File: src/ssp_pkg.sv
// shared constants and types of the serial frame-select block
package ssp_pkg;

  localparam int CHAR_W      = 8;
  localparam int CNT_W       = $clog2(CHAR_W);
  localparam int FIFO_DEPTH  = 16;
  localparam int SYNC_W      = 4;

  localparam logic [CNT_W-1:0]  LAST_BIT     = CNT_W'(CHAR_W - 1);
  localparam logic [CNT_W-1:0]  PRE_LAST_BIT = CNT_W'(CHAR_W - 2);
  localparam logic [CHAR_W-1:0] ALL_ONES     = {CHAR_W{1'b1}};

  // frame select mode codes
  localparam logic [1:0] MODE_SPI     = 2'h0;
  localparam logic [1:0] MODE_PULSE   = 2'h2;
  localparam logic [1:0] MODE_FRAMING = 2'h3;

  // baud divisor of zero means the longest half period
  localparam logic [15:0] BAUD_MAX = 16'hffff;
  localparam logic [15:0] BAUD_ONE = 16'h0001;

  // one sck period of lead before the first bit, counted in half periods
  localparam logic LEAD_LAST_HALF = 1'h1;

  typedef struct packed {
    logic        enable;
    logic        master_enable_bit;
    logic        select_direction_bit;
    logic        select_polarity_bit;
    logic        clock_polarity_bit;
    logic [1:0]  frame_select_mode_field;
    logic [15:0] baud_div;
  } cfg_type;

  typedef struct packed {
    logic              has_cmd;
    logic              select_value_bit;
    logic              end_of_frame_bit;
    logic [CHAR_W-1:0] data;
  } tx_word_type;

  typedef struct packed {
    logic tx_underrun_flag;
    logic rx_overrun_flag;
    logic collision_flag;
  } err_type;

  typedef struct packed {
    logic    transfer_status_bit;
    logic    tx_buffer_empty_flag;
    logic    rx_buffer_full_flag;
    err_type err;
  } status_type;

  typedef enum logic [1:0] {ST_IDLE, ST_LEAD, ST_SHIFT} state_type;

endpackage : ssp_pkg

File: src/ssp_sync.sv
// two-flop synchroniser for pin inputs
`timescale 1ns/1ps
module ssp_sync #(
  parameter int W = 1
) (
  // clock and reset
  input  wire logic         clk_i,
  input  wire logic         rst_i,
  // asynchronous in, synchronous out
  input  wire logic [W-1:0] d_i,
  output logic      [W-1:0] q_o
);
  logic [W-1:0] meta_r;
  logic [W-1:0] meta_nxt;
  logic [W-1:0] q_r;
  logic [W-1:0] q_nxt;

  always_comb begin
    meta_nxt = d_i;
    q_nxt    = meta_r;
  end

  // resets high: idle pull-up level, avoids a false select after reset
  always_ff @(posedge clk_i) begin
    if (rst_i) begin
      meta_r <= '1;
      q_r    <= '1;
    end else begin
      meta_r <= meta_nxt;
      q_r    <= q_nxt;
    end
  end

  assign q_o = q_r;

endmodule : ssp_sync

File: src/ssp_tx_fifo.sv
// transmit word buffer with valid/ready on both sides
`timescale 1ns/1ps
module ssp_tx_fifo #(
  parameter int W     = 11,
  parameter int DEPTH = 16
) (
  // clock and reset
  input  wire logic         clk_i,
  input  wire logic         rst_i,
  // fill side
  input  wire logic         in_valid_i,
  input  wire logic [W-1:0] in_data_i,
  output logic              in_ready_o,
  // drain side
  output logic              out_valid_o,
  output logic      [W-1:0] out_data_o,
  input  wire logic         out_ready_i
);
  localparam int AW = $clog2(DEPTH);

  logic [W-1:0]  mem_r [DEPTH];
  logic [AW-1:0] wr_ptr_r;
  logic [AW-1:0] wr_ptr_nxt;
  logic [AW-1:0] rd_ptr_r;
  logic [AW-1:0] rd_ptr_nxt;
  logic [AW:0]   cnt_r;
  logic [AW:0]   cnt_nxt;
  logic          ready_r;
  logic          ready_nxt;
  logic          valid_r;
  logic          valid_nxt;
  logic          push;
  logic          pop;

  always_comb begin
    push       = in_valid_i & ready_r;
    pop        = out_ready_i & valid_r;
    wr_ptr_nxt = push ? wr_ptr_r + 1'b1 : wr_ptr_r;
    rd_ptr_nxt = pop ? rd_ptr_r + 1'b1 : rd_ptr_r;
    cnt_nxt    = cnt_r + {{AW{1'b0}}, push} - {{AW{1'b0}}, pop};
    ready_nxt  = cnt_nxt != (AW+1)'(DEPTH);
    valid_nxt  = cnt_nxt != '0;
  end

  always_ff @(posedge clk_i) begin
    if (rst_i) begin
      wr_ptr_r <= '0;
      rd_ptr_r <= '0;
      cnt_r    <= '0;
      ready_r  <= 1'b1;
      valid_r  <= 1'b0;
    end else begin
      wr_ptr_r <= wr_ptr_nxt;
      rd_ptr_r <= rd_ptr_nxt;
      cnt_r    <= cnt_nxt;
      ready_r  <= ready_nxt;
      valid_r  <= valid_nxt;
    end
    if (push) begin
      mem_r[wr_ptr_r] <= in_data_i;
    end
  end

  assign in_ready_o  = ready_r;
  assign out_valid_o = valid_r;
  assign out_data_o  = mem_r[rd_ptr_r];

endmodule : ssp_tx_fifo

File: src/ssp_frame_select.sv
// frame-select engine of the synchronous serial port
// Functional notes
// - mode 00: select pin follows the select value bit directly.
// - select value comes from a command write or together with a data word.
// - SPI mode: select stays asserted across characters while the value bit is set.
// - end-of-frame set: clear value and end-of-frame bits after the last bit.
// - software clearing the value bit also ends an SPI frame.
// - completion shown by receive-full and by the transfer status bit.
// - SPI master never flags underrun or overrun; it pauses until data read and written.
// - slave missing service flags underrun or overrun and sends all ones.
// - SPI mode: sck toggles only during a character, one period per bit.
// - mode 10: value bit is only a start request, not the pin.
// - pulse mode: one-period pulse before first bit, then clock runs continuously.
// - pulse mode, buffer empty at character end: stop, underrun, clear value bit.
// - mode 11: select level follows the value bit, marking channels.
// - framing mode: select change leads its first data bit by one period.
// - framing mode, no data left: stop, restore select and value, underrun.
// - master enable set makes a master; select pin normally an output.
// - master with select as input flags collision when select is asserted.
// - master enable and select direction both clear make a slave.
// - slave with no data written before first edge sends all ones.
// - characters shift most significant bit first on both data lines.
// - at character end the next word loads and received data becomes readable.
// - error flags clear only by writing a one.
// - a slave ignores sck unless its select is asserted.
`timescale 1ns/1ps
module ssp_frame_select #(
  parameter int DEPTH = 16
) (
  // clock and reset
  input  wire logic                         clk_i,
  input  wire logic                         rst_i,
  // configuration
  input  wire ssp_pkg::cfg_type             cfg_i,
  // command byte write
  input  wire logic                         cmd_wr_i,
  input  wire logic                         cmd_select_i,
  input  wire logic                         cmd_eof_i,
  // transmit data words
  input  wire logic                         tx_valid_i,
  input  wire ssp_pkg::tx_word_type         tx_word_i,
  output logic                              tx_ready_o,
  // receive data
  output logic                              rx_valid_o,
  output logic [ssp_pkg::CHAR_W-1:0]        rx_data_o,
  input  wire logic                         rx_read_i,
  // status and command readback
  output ssp_pkg::status_type               status_o,
  input  wire ssp_pkg::err_type             err_clr_i,
  output logic                              select_value_o,
  output logic                              end_of_frame_o,
  // pins
  input  wire logic                         sck_i,
  output logic                              sck_o,
  output logic                              sck_oe_n_o,
  input  wire logic                         sel_i,
  output logic                              sel_o,
  output logic                              sel_oe_n_o,
  input  wire logic                         mosi_i,
  output logic                              mosi_o,
  output logic                              mosi_oe_n_o,
  input  wire logic                         miso_i,
  output logic                              miso_o,
  output logic                              miso_oe_n_o
);
  import ssp_pkg::*;

  state_type         state_r, state_nxt;
  logic [CNT_W-1:0]  bit_cnt_r, bit_cnt_nxt;
  logic [15:0]       baud_cnt_r, baud_cnt_nxt;
  logic              lead_cnt_r, lead_cnt_nxt;
  logic              sck_r, sck_nxt;
  logic              sck_prev_r, sck_prev_nxt;
  logic [CHAR_W-1:0] tx_shift_r, tx_shift_nxt;
  logic [CHAR_W-1:0] rx_shift_r, rx_shift_nxt;
  logic [CHAR_W-1:0] rx_data_r, rx_data_nxt;
  logic              rx_full_r, rx_full_nxt;
  logic              sel_value_r, sel_value_nxt;
  logic              eof_r, eof_nxt;
  logic              frame_lvl_r, frame_lvl_nxt;
  logic              ones_r, ones_nxt;
  logic              sel_pin_r, sel_pin_nxt;
  logic [3:0]        oe_n_r, oe_n_nxt;
  err_type           err_r, err_nxt, set_err;
  status_type        status_r, status_nxt;

  logic [SYNC_W-1:0] pins_s;
  logic              sck_s, sel_s, miso_s, mosi_s;
  logic              fifo_valid, pop, load_ones, done;
  logic              is_master, is_slave, sel_active, half_tick;
  logic              lead, trail, start_ok, sel_assert, smp;
  logic [15:0]       baud_reload;
  logic [1:0]        mode;
  logic [$bits(tx_word_type)-1:0] fifo_out;
  tx_word_type       head;

  // slave pins cross into the system clock here
  ssp_sync #(.W(SYNC_W)) u_sync (
    .clk_i (clk_i),
    .rst_i (rst_i),
    .d_i   ({sck_i, sel_i, miso_i, mosi_i}),
    .q_o   (pins_s)
  );
  assign {sck_s, sel_s, miso_s, mosi_s} = pins_s;

  ssp_tx_fifo #(.W($bits(tx_word_type)), .DEPTH(DEPTH)) u_fifo (
    .clk_i       (clk_i),
    .rst_i       (rst_i),
    .in_valid_i  (tx_valid_i),
    .in_data_i   (tx_word_i),
    .in_ready_o  (tx_ready_o),
    .out_valid_o (fifo_valid),
    .out_data_o  (fifo_out),
    .out_ready_i (pop)
  );
  assign head = fifo_out;

  always_comb begin
    mode        = cfg_i.frame_select_mode_field;
    is_master   = cfg_i.enable & cfg_i.master_enable_bit;
    is_slave    = cfg_i.enable & ~cfg_i.master_enable_bit & ~cfg_i.select_direction_bit;
    sel_active  = sel_s == cfg_i.select_polarity_bit;
    baud_reload = (cfg_i.baud_div == '0) ? BAUD_MAX : cfg_i.baud_div - BAUD_ONE;
    half_tick   = baud_cnt_r == '0;
    // master edges come from its own divider, slave edges from the synced pin
    if (is_master) begin
      lead  = half_tick & (sck_r == cfg_i.clock_polarity_bit);
      trail = half_tick & (sck_r != cfg_i.clock_polarity_bit);
      smp   = miso_s;
    end else begin
      lead  = (sck_s != sck_prev_r) & (sck_s != cfg_i.clock_polarity_bit);
      trail = (sck_s != sck_prev_r) & (sck_s == cfg_i.clock_polarity_bit);
      smp   = mosi_s;
    end
    case (mode)
      MODE_SPI:   start_ok = ~rx_full_r;
      MODE_PULSE: start_ok = sel_value_r | (head.has_cmd & head.select_value_bit);
      default:    start_ok = 1'b1;
    endcase
  end

  always_comb begin
    state_nxt     = state_r;
    bit_cnt_nxt   = bit_cnt_r;
    lead_cnt_nxt  = lead_cnt_r;
    sck_nxt       = sck_r;
    sck_prev_nxt  = sck_s;
    tx_shift_nxt  = tx_shift_r;
    rx_shift_nxt  = rx_shift_r;
    rx_data_nxt   = rx_data_r;
    rx_full_nxt   = rx_full_r & ~rx_read_i;
    sel_value_nxt = sel_value_r;
    eof_nxt       = eof_r;
    frame_lvl_nxt = frame_lvl_r;
    ones_nxt      = ones_r;
    pop           = 1'b0;
    load_ones     = 1'b0;
    done          = 1'b0;
    set_err       = '0;
    baud_cnt_nxt  = (half_tick || state_r == ST_IDLE) ? baud_reload : baud_cnt_r - BAUD_ONE;
    case (state_r)
      ST_IDLE: begin
        sck_nxt     = cfg_i.clock_polarity_bit;
        bit_cnt_nxt = '0;
        if (is_master && fifo_valid && start_ok) begin
          pop = 1'b1;
          // pulse and framing frames open with one sck period of lead
          state_nxt = (mode == MODE_SPI) ? ST_SHIFT : ST_LEAD;
          frame_lvl_nxt = head.has_cmd ? head.select_value_bit : sel_value_r;
        end else if (is_slave && sel_active) begin
          pop       = fifo_valid;
          load_ones = ~fifo_valid;
          state_nxt = ST_SHIFT;
        end
      end
      ST_LEAD: begin
        if (!is_master) begin
          state_nxt = ST_IDLE;
        end else if (half_tick) begin
          sck_nxt      = ~sck_r;
          lead_cnt_nxt = ~lead_cnt_r;
          if (lead_cnt_r == LEAD_LAST_HALF) begin
            state_nxt = ST_SHIFT;
          end
        end
      end
      ST_SHIFT: begin
        if (!is_master && (!is_slave || !sel_active)) begin
          state_nxt = ST_IDLE;
        end else begin
          if (is_master && half_tick) begin
            sck_nxt = ~sck_r;
          end
          if (lead) begin
            rx_shift_nxt = {rx_shift_r[CHAR_W-2:0], smp};
            if (ones_r && bit_cnt_r == '0) begin
              set_err.tx_underrun_flag = 1'b1;
              ones_nxt                 = 1'b0;
            end
          end
          if (trail) begin
            if (bit_cnt_r == LAST_BIT) begin
              done        = 1'b1;
              bit_cnt_nxt = '0;
            end else begin
              tx_shift_nxt = {tx_shift_r[CHAR_W-2:0], 1'b1};
              bit_cnt_nxt  = bit_cnt_r + 1'b1;
            end
            // next channel level goes out one period ahead of its data
            if (is_master && mode == MODE_FRAMING && bit_cnt_r == PRE_LAST_BIT
                && fifo_valid && head.has_cmd) begin
              frame_lvl_nxt = head.select_value_bit;
            end
          end
        end
        if (done) begin
          // a read in the same cycle frees the buffer, so the new character wins
          if (rx_full_r && !rx_read_i) begin
            set_err.rx_overrun_flag = 1'b1;
          end else begin
            rx_data_nxt = rx_shift_r;
            rx_full_nxt = 1'b1;
          end
          if (!is_master) begin
            pop       = fifo_valid;
            load_ones = ~fifo_valid;
          end else if (mode == MODE_SPI) begin
            // pause here until data is read and rewritten
            state_nxt = ST_IDLE;
            if (eof_r) begin
              sel_value_nxt = 1'b0;
              eof_nxt       = 1'b0;
            end
          end else if (fifo_valid) begin
            pop = 1'b1;
          end else begin
            set_err.tx_underrun_flag = 1'b1;
            sel_value_nxt            = 1'b0;
            frame_lvl_nxt            = 1'b0;
            state_nxt                = ST_IDLE;
          end
        end
      end
      default: state_nxt = ST_IDLE;
    endcase
    if (pop) begin
      tx_shift_nxt = head.data;
      ones_nxt     = 1'b0;
      if (head.has_cmd) begin
        sel_value_nxt = head.select_value_bit;
        eof_nxt       = head.end_of_frame_bit;
      end
    end
    if (load_ones) begin
      tx_shift_nxt = ALL_ONES;
      ones_nxt     = 1'b1;
    end
    // a software write lands after any hardware clear
    if (cmd_wr_i) begin
      sel_value_nxt = cmd_select_i;
      eof_nxt       = cmd_eof_i;
    end
    if (is_master && !cfg_i.select_direction_bit && sel_active) begin
      set_err.collision_flag = 1'b1;
    end
    err_nxt = (err_r & ~err_clr_i) | set_err;
    case (mode)
      MODE_SPI:     sel_assert = sel_value_r;
      MODE_PULSE:   sel_assert = state_r == ST_LEAD;
      MODE_FRAMING: sel_assert = frame_lvl_r;
      default:      sel_assert = 1'b0;
    endcase
    sel_pin_nxt = ~(sel_assert ^ cfg_i.select_polarity_bit);
    oe_n_nxt    = {~is_master, ~(is_master & cfg_i.select_direction_bit), ~is_master,
                   ~(is_slave & sel_active)};
    status_nxt  = '{transfer_status_bit: state_nxt != ST_IDLE,
                    tx_buffer_empty_flag: ~fifo_valid, rx_buffer_full_flag: rx_full_nxt, err: err_nxt};
  end

  always_ff @(posedge clk_i) begin
    if (rst_i) begin
      state_r     <= ST_IDLE;
      bit_cnt_r   <= '0;
      baud_cnt_r  <= '0;
      lead_cnt_r  <= 1'b0;
      sck_r       <= 1'b0;
      sck_prev_r  <= 1'b1;
      tx_shift_r  <= ALL_ONES;
      rx_shift_r  <= '0;
      rx_data_r   <= '0;
      rx_full_r   <= 1'b0;
      sel_value_r <= 1'b0;
      eof_r       <= 1'b0;
      frame_lvl_r <= 1'b0;
      ones_r      <= 1'b0;
      sel_pin_r   <= 1'b1;
      oe_n_r      <= '1;
      err_r       <= '0;
      status_r    <= '{transfer_status_bit: 1'b0, tx_buffer_empty_flag: 1'b1,
                       rx_buffer_full_flag: 1'b0, err: '0};
    end else begin
      state_r     <= state_nxt;
      bit_cnt_r   <= bit_cnt_nxt;
      baud_cnt_r  <= baud_cnt_nxt;
      lead_cnt_r  <= lead_cnt_nxt;
      sck_r       <= sck_nxt;
      sck_prev_r  <= sck_prev_nxt;
      tx_shift_r  <= tx_shift_nxt;
      rx_shift_r  <= rx_shift_nxt;
      rx_data_r   <= rx_data_nxt;
      rx_full_r   <= rx_full_nxt;
      sel_value_r <= sel_value_nxt;
      eof_r       <= eof_nxt;
      frame_lvl_r <= frame_lvl_nxt;
      ones_r      <= ones_nxt;
      sel_pin_r   <= sel_pin_nxt;
      oe_n_r      <= oe_n_nxt;
      err_r       <= err_nxt;
      status_r    <= status_nxt;
    end
  end

  assign sck_o          = sck_r;
  assign sel_o          = sel_pin_r;
  assign mosi_o         = tx_shift_r[CHAR_W-1];
  assign miso_o         = tx_shift_r[CHAR_W-1];
  assign {sck_oe_n_o, sel_oe_n_o, mosi_oe_n_o, miso_oe_n_o} = oe_n_r;
  assign rx_valid_o     = rx_full_r;
  assign rx_data_o      = rx_data_r;
  assign status_o       = status_r;
  assign select_value_o = sel_value_r;
  assign end_of_frame_o = eof_r;
endmodule : ssp_frame_select

File: config.mk
export PLATFORM = sky130hd
export DESIGN_NAME = ssp_frame_select
export DESIGN_NICKNAME = d
export VERILOG_FILES = /design/src/ssp_pkg.sv /design/src/ssp_sync.sv /design/src/ssp_tx_fifo.sv /design/src/ssp_frame_select.sv
export SDC_FILE = /design/constraint.sdc
export NUM_CORES = 1
export LEC_CHECK = 0
export BUFFER_PORTS_ARGS = -buffer_cell sky130_fd_sc_hd__buf_2
export CORE_MARGIN = 3
export CORE_UTILIZATION = 49
export DETAILED_ROUTE_END_ITERATION = 12
export GPL_TIMING_DRIVEN = 0
export MAX_ROUTING_LAYER = met4
export PLACE_DENSITY_LB_ADDON = 0.12
export SYNTH_ARGS = -nofsm -noshare
export SYNTH_HDL_FRONTEND = slang
export SYNTH_HIERARCHICAL = 1
export SYNTH_SLANG_ARGS = --single-unit
File: constraint.sdc
create_clock -name clk_i -period 5.85 [get_ports clk_i]
set_clock_uncertainty 0.2 [all_clocks]
set_input_delay 0 -clock clk_i [delete_from_list [all_inputs] [get_ports clk_i]]
set_output_delay 0 -clock clk_i [all_outputs]
set_load 0.005 [all_outputs]
==> results of run 1 <==
[power groups by stage]
stage          clock network (W)  logic (W)  registers [W]
3_5_place_dp                   0   0.000742        0.00224
3_3_place_gp                   0   0.000704        0.00223
6_report                 0.00182   0.000797        0.00220
2_1_floorplan                  0   0.000515        0.00222
4_1_cts                  0.00186   0.000794        0.00220
5_1_grt                  0.00195   0.000883        0.00221
[worst paths after layout]
kind,cells past startpoint,startpoint,endpoint,slack (ns)
worst max register to register,22,flop,u_fifo/out_valid_o$_SDFF_PP0_,0.41
worst max-delay path,22,flop,u_fifo/out_valid_o$_SDFF_PP0_,0.41
worst min register to register,1,u_sync/meta_r[3]$_SDFF_PP1_,u_sync/q_o[3]$_SDFF_PP1_,0.21
worst min-delay path,4,cfg_i[17],frame_lvl_r$_SDFFE_PP0P_,0.1
[registers in the layout, summed over array words and instances, names as in the netlist, 2 cells and up, named ones only]
| register | flops |
|---|---|
| tx_shift_r | 8 |
| rx_shift_r | 8 |
| u_fifo/wr_ptr_r | 4 |
| u_sync/q_o | 4 |
| oe_n_r | 3 |
| u_sync/meta_r | 4 |
| u_fifo/rd_ptr_r | 4 |
| status_o | 6 |
| u_fifo/cnt_r | 5 |
| rx_data_o | 8 |
| u_fifo/mem_r | 176 |
| state_r | 2 |
| baud_cnt_r | 16 |
| bit_cnt_r | 3 |
[per-layer routing]
layer | up-vias | part of all wire | routed length [um]
li1 | 3459 | - | -
met1 | 3609 | 0.43 | 11300
met2 | 225 | 0.49 | 12900
met3 | 44 | 0.054 | 1410
met4 | 0 | 0.021 | 561
met5 | - | 0 | 0
[layout make-up]
class / count / area, sq um / area share
Buffer: 42 / 275 / 0.0197
Clock buffer: 34 / 764 / 0.0547
Clock inverter: 18 / 215 / 0.0154
Inverter: 23 / 86.3 / 0.00618
Multi-Input combinational cell: 484 / 3990 / 0.285
Sequential cell: 265 / 7070 / 0.505
Tap cell: 313 / 392 / 0.0280
Timing Repair Buffer: 154 / 1190 / 0.0855
[tightest hold or removal path: stages]
cell and delay [ns]:
clkbuf_1 0.24, a211oi_1 0.18, nand2b_1 0.17, a41oi_1 0.19
[what timing repair did]
item,in CTS,in global routing
hold buffers,81,0
setup endpoints to repair,0,0
endpoints found under the hold margin,239,0
[cells in the mapped netlist (17+ instances only)]
library cell and count:
inv_1 23, a22oi_1 24, nor3_1 17, xnor2_1 22
clkbuf_1 19, mux2i_1 24, nor2_1 75, dfxtp_1 89
mux4_2 44, a21oi_1 19, edfxtp_1 176, nand2_1 55
ha_1 21
[cells by family after synthesis]
logic type / Yosys count / synth area share
and+or+nand+nor: 238 / 0.109
DFF: 265 / 0.620
adders and majority gates: 22 / 0.0248
muxes: 71 / 0.111
buffers and inverters: 65 / 0.0317
AOI/OAI and AO/OA: 116 / 0.0744
xor gates and xnor gates: 37 / 0.0284
[metrics by stage]
stage	worst slack, ns	cells	util
6_report	0.414	1333	0.614
5_1_grt	0.00218	1333	0.614
4_1_cts	0.450	1333	0.614
3_5_place_dp	0.467	1200	0.535
3_3_place_gp	0.442	1197	0.533
2_1_floorplan	1.42	814	-
==> reports/qor.yml, run 1 <==
status: "complete, no violations"
initial_core_util: 0.500
crit_path_top_delay_cell: "a211oi_1"
post_cts_buffers: 0
syn_avg_cell_area_sq_um: 14.0
grt_pass1_vias: 7528
crit_fanout: 13
met1_usage: 0.285
path_common_cell: "nand2_1"
grt_antenna_before_repair: 0
endpoint_kind: "flop"
cap_violations: 0
final_nets: 1068
port_buffers: 70
n_antenna_cell: 0
power_switching_w: 0.00124
grt_util_all_layers: 0.217
startpoint_type: "flop"
postRouteAntennaNets: 0
clkSinkCount: 265
synth_fp_nets: 884
cts_tree: "built"
power.clock.fraction: 0.379
crit_required_ns: 6.04
final_common_cell: "edfxtp_1"
period_share: 0.929
power_frac_seq: 0.456
yosysWarningCount: 6
routed_wl_mm: 26.1
rsz0062_at_grt: "no"
numCtsBuffers: 28
p_sw_frac: 0.257
firstDrtPassIters: 5
tightest_slew_ns: 1.16
power.total_w: 0.00482
critPathTopFamily: "compound AO/OA/AOI/OAI gates"
drt_iter0_drc: 454
critPathArrivalTime_ns: 5.63
grt_use_met3: 0.0323
ys_ff_latch: 265
avgRoutedWirePerCell_um: 19.6
powerDensity_nw_per_um2: 345
vias: 7337
drive_above_1_share: 0.200
grt_max_degree: 17
synth_area_leaders: "edfxtp_1 46%, dfxtp_1 16%, mux4_2 8.7%"
setup_viol: 0
fp.dieArea_sq_um: 25100
syn2layout_area_growth_pct: 22.7
dpl.hpwl_mm: 17.1
fmax_mhz: 184
crit_chain: "clkbuf_1 > buf_2 > mux4_2 > a22oi_1 > nand2_1 > clkbuf_1 > a211oi_1 > a211oi_1 > o211ai_1 > o31ai_4 > buf_6 > buf_4 > nand2_1 > nand2_1 > nand2_1 > ha_1 > inv_1 > fa_1 > nand2b_1 > a21oi_1 > xnor2_1 > a41oi_1"
async_reset_ff_frac: 0
layout_min_cycle_time_ns: 5.44
slew_headroom: 0.226
slowest_delay_ns: 0.44
met2_usage: 0.360
hold_class: "input pin to flop"
most-common-layout-cells: "176 x edfxtp_1, 89 x dfxtp_1, 81 x dlygate4sd3_1, 76 x buf_2, 75 x nor2_1"
place_area_sq_um: 12200
syn_area_sq_um: 11400
synth_top_flop_cell: "edfxtp_1"
slew_viol_final: 0
fin_hold_ws_ns: 0.0952
ctsHtreeMaxLevel: 1
clock-root-buffer: "clkbuf_16"
grt_remaining_overflow: 0
synthCells: 814
grt_pass1_wl_mm: 40.7
hold_viol: 0
p_leak_nw: 5.04
synth_top_area_frac: 0.464
synth_seq_area_share: 0.620
cts.clk_slew.worst_paths_ns: 0.06
n_fill_cell: 1757
final_area_sq_um: 14000
die_y_um: 158
busiest_layer: "met2"
synth_cell_types: 71
power_frac_comb: 0.165
die_w_um: 158
placementRows: 55
core_area_sq_um: 22800
synth_area_leader_cell: "edfxtp_1"
cts_buffer_depth: 3
io_pins: 74
cts_resized: 0
synth-edff-count: 176
globalplace.congestion: 0.938
peakVddDrop_mv: 0.277
worstSetupPathType: "flop to flop"
crit_buf_inv: 6
drc: 0
vias_per_cell: 5.50
tns_ns: 0
p_int_w: 0.00358
clk_latency_ns: 0.55
Power figures use the tool's default switching activity.
==> run 2: changes to the inputs <==
--- a/config.mk
+++ b/config.mk
@@ -5,7 +5,7 @@
 export SDC_FILE = /design/constraint.sdc
 export NUM_CORES = 1
 export LEC_CHECK = 0
-export BUFFER_PORTS_ARGS = -buffer_cell sky130_fd_sc_hd__buf_2
+export BUFFER_PORTS_ARGS = -buffer_cell sky130_fd_sc_hd__buf_4
 export CORE_MARGIN = 3
 export CORE_UTILIZATION = 49
 export DETAILED_ROUTE_END_ITERATION = 12
==> run 2 against run 1 <==
Count of clock-buffer cells in the layout increased by 5. Critical path depth unchanged. First-iteration DRC count increased by 6.8%. Die area unchanged. Wire length decreased by 0.79%. Critical path type unchanged. Critical endpoint unchanged.
==> reports/qor.yml, run 2 (synthesis gave the netlist of run 1 again) <==
regArea_sq_um: 7070
routed_wl_mm: 25.9
clk_latency_ns: 0.55
final_nets: 1068
place_ws_ns: 0.481
vias: 7369
slowest_delay_ns: 0.43
clock-root-buffer: "clkbuf_16"
reg_top3: "u_fifo/mem_r x176, baud_cnt_r x16"
cts_resized: 0
fp.dieArea_sq_um: 25100
firstDrtPassIters: 4
ctsHtreeMaxLevel: 1
startpoint_type: "flop"
cts_tree: "built"
clkSinkCount: 265
rsz0062_at_grt: "no"
postRouteAntennaNets: 0
p_leak_nw: 5.04
critPathArrivalTime_ns: 5.61
placementRows: 55
die_y_um: 158
period_share: 0.924
grt_antenna_before_repair: 0
numCtsBuffers: 28
hold_class: "input pin to flop"
drt_iter0_drc: 485
largest_reg_flops: 176
initial_core_util: 0.500
grt_remaining_overflow: 0
final_common_cell: "edfxtp_1"
most-common-layout-cells: "176 x edfxtp_1, 89 x dfxtp_1, 83 x dlygate4sd3_1, 76 x buf_4, 75 x nor2_1"
dpl.hpwl_mm: 17.3
crit_fanout: 13
grt_util_all_layers: 0.217
crit_path_top_delay_cell: "fa_1"
crit_chain: "clkbuf_1 > buf_2 > mux4_2 > a22oi_1 > nand2_1 > clkbuf_1 > a211oi_1 > a211oi_1 > o211ai_1 > o31ai_4 > buf_6 > buf_4 > nand2_1 > nand2_1 > nand2_1 > ha_1 > inv_1 > fa_1 > nand2b_1 > a21oi_1 > xnor2_1 > a41oi_1"
cts_buffer_depth: 3
layout_min_cycle_time_ns: 5.41
syn2layout_area_growth_pct: 23.1
multiInputGateArea_sq_um: 3990
drc: 0
port_buffers: 70
place_area_sq_um: 12300
cts.clk_slew.worst_paths_ns: 0.06
globalplace.congestion: 0.896
powerDensity_nw_per_um2: 331
cap_violations: 0
finalWorstSetupSlack_ns: 0.444
peakVddDrop_mv: 0.219
grt_pass1_wl_mm: 40.7
setup_viol: 0
dpl.cell_count: 1198
n_antenna_cell: 0
hold_viol: 0
layout.cells.non_filler: 1324
avgRoutedWirePerCell_um: 19.6
core_area_sq_um: 22800
grt_max_degree: 17
endpoint_kind: "flop"
fin_hold_ws_ns: 0.0752
fmax_mhz: 185
slew_viol_final: 0
vias_per_cell: 5.57
drive_above_1_share: 0.191
tns_ns: 0
path_common_cell: "nand2_1"
status: "complete, no violations"
io_pins: 74
grt_pass1_vias: 7569
final_area_sq_um: 14000
slew_headroom: 0.248
die_w_um: 158
regMostFlops: "u_fifo/mem_r"
worstSetupPathType: "flop to flop"
tightest_slew_ns: 1.12
crit_required_ns: 6.05
n_fill_cell: 1750
## run 2: path summary, 6_finish.rpt
path         slack, ns                             to  cells past startpoint                         from
max               0.44  u_fifo/out_valid_o$_SDFF_PP0_                     22                         flop
min               0.08       u_sync/q_o[1]$_SDFF_PP1_                      3                        rst_i
max reg2reg       0.44  u_fifo/out_valid_o$_SDFF_PP0_                     22                         flop
min reg2reg       0.21       u_sync/q_o[0]$_SDFF_PP1_                      1  u_sync/meta_r[0]$_SDFF_PP1_
## run 2: report_power, final
| part | internal, W | switching [W] |
|---|---|---|
| Combinational | 0.000371 | 0.000449 |
| Sequential | 0.00212 | 0.0000798 |
| Clock | 0.000965 | 0.000663 |
| Total | 0.00345 | 0.00119 |
## run 2: worst max-delay path, delay by kind of cell, from the launching register on
kind	cells	cell delay, ns
and+or+nand+nor	5	0.57
muxes	1	0.38
AOI/OAI and AO/OA	7	1.65
xor gates and xnor gates	1	0.20
adders and majority gates	2	0.60
DFF	1	0.30
buffers and inverters	6	1.37
## run 2: area by class of cell
type | count | area share
Multi-Input combinational cell | 484 | 0.284
Sequential cell | 265 | 0.504
Timing Repair Buffer | 154 | 0.0975
Clock inverter | 4 | 0.00500
Inverter | 23 | 0.00616
Buffer | 42 | 0.0196
Tap cell | 313 | 0.0279
Clock buffer | 39 | 0.0558
## run 2: metal layers
metal	up-vias	global-route usage	wire length, um
met3	52	0.0258	1280
met2	219	0.365	13100
met4	0	0.0627	739
met1	3658	0.280	10800
li1	3440	-	-
met5	-	-	0
## run 2: through the flow
step,utilization,power (W)
floorplan,-,0.00273
CTS,0.616,0.00469
global placement,0.541,0.00296
global route,0.616,0.00487
finish,0.616,0.00465
detailed placement,0.542,0.00299
## run 2: repair_timing
item / 4_1_cts / 5_1_grt
hold endpoints to repair: 239 / 0
endpoints found under the setup margin: 0 / 0
buffers inserted: 0 / 0
hold buffers: 83 / 0
==> run 3: changes to the inputs <==
--- a/config.mk
+++ b/config.mk
@@ -11,7 +11,7 @@
 export DETAILED_ROUTE_END_ITERATION = 12
 export GPL_TIMING_DRIVEN = 0
 export MAX_ROUTING_LAYER = met4
-export PLACE_DENSITY_LB_ADDON = 0.12
+export PLACE_DENSITY = 0.74
 export SYNTH_ARGS = -nofsm -noshare
 export SYNTH_HDL_FRONTEND = slang
 export SYNTH_HIERARCHICAL = 1
==> run 3 against run 2 <==
Combinational power down 3.4%. Fmax up 1.7%. Non-clock buffer count down 2. Final area up 0.21%. Clock power up 6%. Power up 1.7%.
==> reports/qor.yml, run 3 (synthesis gave the netlist of run 1 again) <==
top_layer: "met4"
drt_iter0_drc: 597
reg_top3: "u_fifo/mem_r x176, baud_cnt_r x16"
peakVddDrop_mv: 0.322
drc: 0
regMostFlops: "u_fifo/mem_r"
initial_core_util: 0.500
grt_pass1_vias: 7426
hold_viol: 0
cts.clk_slew.worst_paths_ns: 0.06
setup_viol: 0
syn2layout_area_growth_pct: 23.4
ctsHtreeMaxLevel: 1
wl_met1_mm: 11.1
globalplace.congestion: 0.944
grt_pass1_wl_mm: 40.1
period_share: 0.909
cts_buffer_depth: 3
slowest_delay_ns: 0.42
slew_headroom: 0.254
cts_resized: 0
grt_max_degree: 17
fmax_mhz: 188
powerDensity_nw_per_um2: 336
die_y_um: 158
die_w_um: 158
grt_util_all_layers: 0.213
wl_met3_mm: 1.55
postRouteAntennaNets: 0
crit_fanout: 13
path_common_cell: "nand2_1"
startpoint_type: "flop"
hold_class: "input pin to flop"
final_nets: 1064
fp.dieArea_sq_um: 25100
vias_per_cell: 5.59
grt_antenna_before_repair: 0
cts_tree: "built"
tns_ns: 0
tightest_slew_ns: 1.11
port_buffers: 70
status: "complete, no violations"
crit_chain: "clkbuf_1 > buf_2 > mux4_2 > a22oi_1 > nand2_1 > clkbuf_1 > a211oi_1 > a211oi_1 > o211ai_1 > o31ai_4 > buf_6 > buf_4 > nand2_1 > nand2_1 > nand2_1 > ha_1 > inv_1 > fa_1 > nand2b_1 > a21oi_1 > xnor2_1 > a41oi_1"
cap_violations: 0
drive_above_1_share: 0.196
clk_latency_ns: 0.55
firstDrtPassIters: 4
dpl.hpwl_mm: 16.3
slew_viol_final: 0
p_leak_nw: 5.04
clock-root-buffer: "clkbuf_16"
vias: 7416
final_common_cell: "edfxtp_1"
final_core_util: 0.617
avgRoutedWirePerCell_um: 19.6
crit_required_ns: 6.05
largest_reg_flops: 176
critPathArrivalTime_ns: 5.51
clkSinkCount: 265
worstSetupPathType: "flop to flop"
cts_hold_buf: 82
rsz0062_at_grt: "no"
io_pins: 74
placementRows: 55
n_antenna_cell: 0
reg2reg_setup_slack_ns: 0.53
core_area_sq_um: 22800
layout_min_cycle_time_ns: 5.32
n_fill_cell: 1718
most-common-layout-cells: "176 x edfxtp_1, 89 x dfxtp_1, 82 x dlygate4sd3_1, 76 x buf_4, 75 x nor2_1"
routed_wl_mm: 26.1
endpoint_kind: "flop"
numCtsBuffers: 26
crit_path_top_delay_cell: "clkbuf_1"
grt_remaining_overflow: 0
met2_length_mm: 12.9
post_cts_buffers: 0
-- run 3: cell types whose count changed in the layout (fill, tap and decap cells not counted), sizes merged --
cell	previous run	this run
buf	92	91
bufinv	1	4
clkbuf	60	50
clkinv	3	12
clkinvlp	0	3
dlygate4sd3	83	82
-- run 3: final cells by class --
type	instances	area [sq um]	area share
sequential	265	7070	0.503
multi-input combinational	484	3990	0.284
timing repair buffer	152	1350	0.0958
clock buffer	29	672	0.0478
tap	313	392	0.0279
buffer	42	275	0.0196
clock inverter	19	231	0.0165
inverter	23	86.3	0.00614
-- run 3: where the power goes --
part	total (W)	switching [W]	internal [W]
registers	0.00220	0.0000806	0.00212
logic	0.000792	0.000429	0.000364
clock network	0.00173	0.000721	0.00101
-- run 3: worst paths after layout --
kind                                     from                       endpoint  cells after the start
hold / removal                          rst_i       u_sync/q_o[3]$_SDFF_PP1_                      3
setup / recovery                         flop  u_fifo/out_valid_o$_SDFF_PP0_                     22
hold reg to reg   u_sync/meta_r[1]$_SDFF_PP1_       u_sync/q_o[1]$_SDFF_PP1_                      1
setup reg to reg                         flop  u_fifo/out_valid_o$_SDFF_PP0_                     22
-- run 3: critical path, delay by kind of cell (launching register included) --
family / cells / cell delay, ns
compound gates: 7 / 1.52
buf+inv: 6 / 1.39
simple gates: 5 / 0.58
fa+ha+maj: 2 / 0.57
mux: 1 / 0.37
flops: 1 / 0.32
xor+xnor: 1 / 0.19
-- run 3: layer usage --
| metal | up-vias | track usage |
|---|---|---|
| met5 | - | - |
| met1 | 3682 | 0.281 |
| met4 | 0 | 0.0414 |
| met3 | 39 | 0.0342 |
| met2 | 257 | 0.354 |
| li1 | 3438 | - |
-- run 3: metrics by stage --
stage               instances  setup WS (ns)  instance area [sq um]  power (W)  hold slack (ns)
floorplan                 814           1.42                  11400    0.00273           -0.138
global placement         1197          0.598                  12300    0.00295          -0.0174
detailed placement       1197          0.583                  12300    0.00296          -0.0163
CTS                      1327          0.542                  14100    0.00475           0.0614
global route             1327          0.211                  14100    0.00492           0.0977
finish                   1327          0.534                  14100    0.00472           0.0767
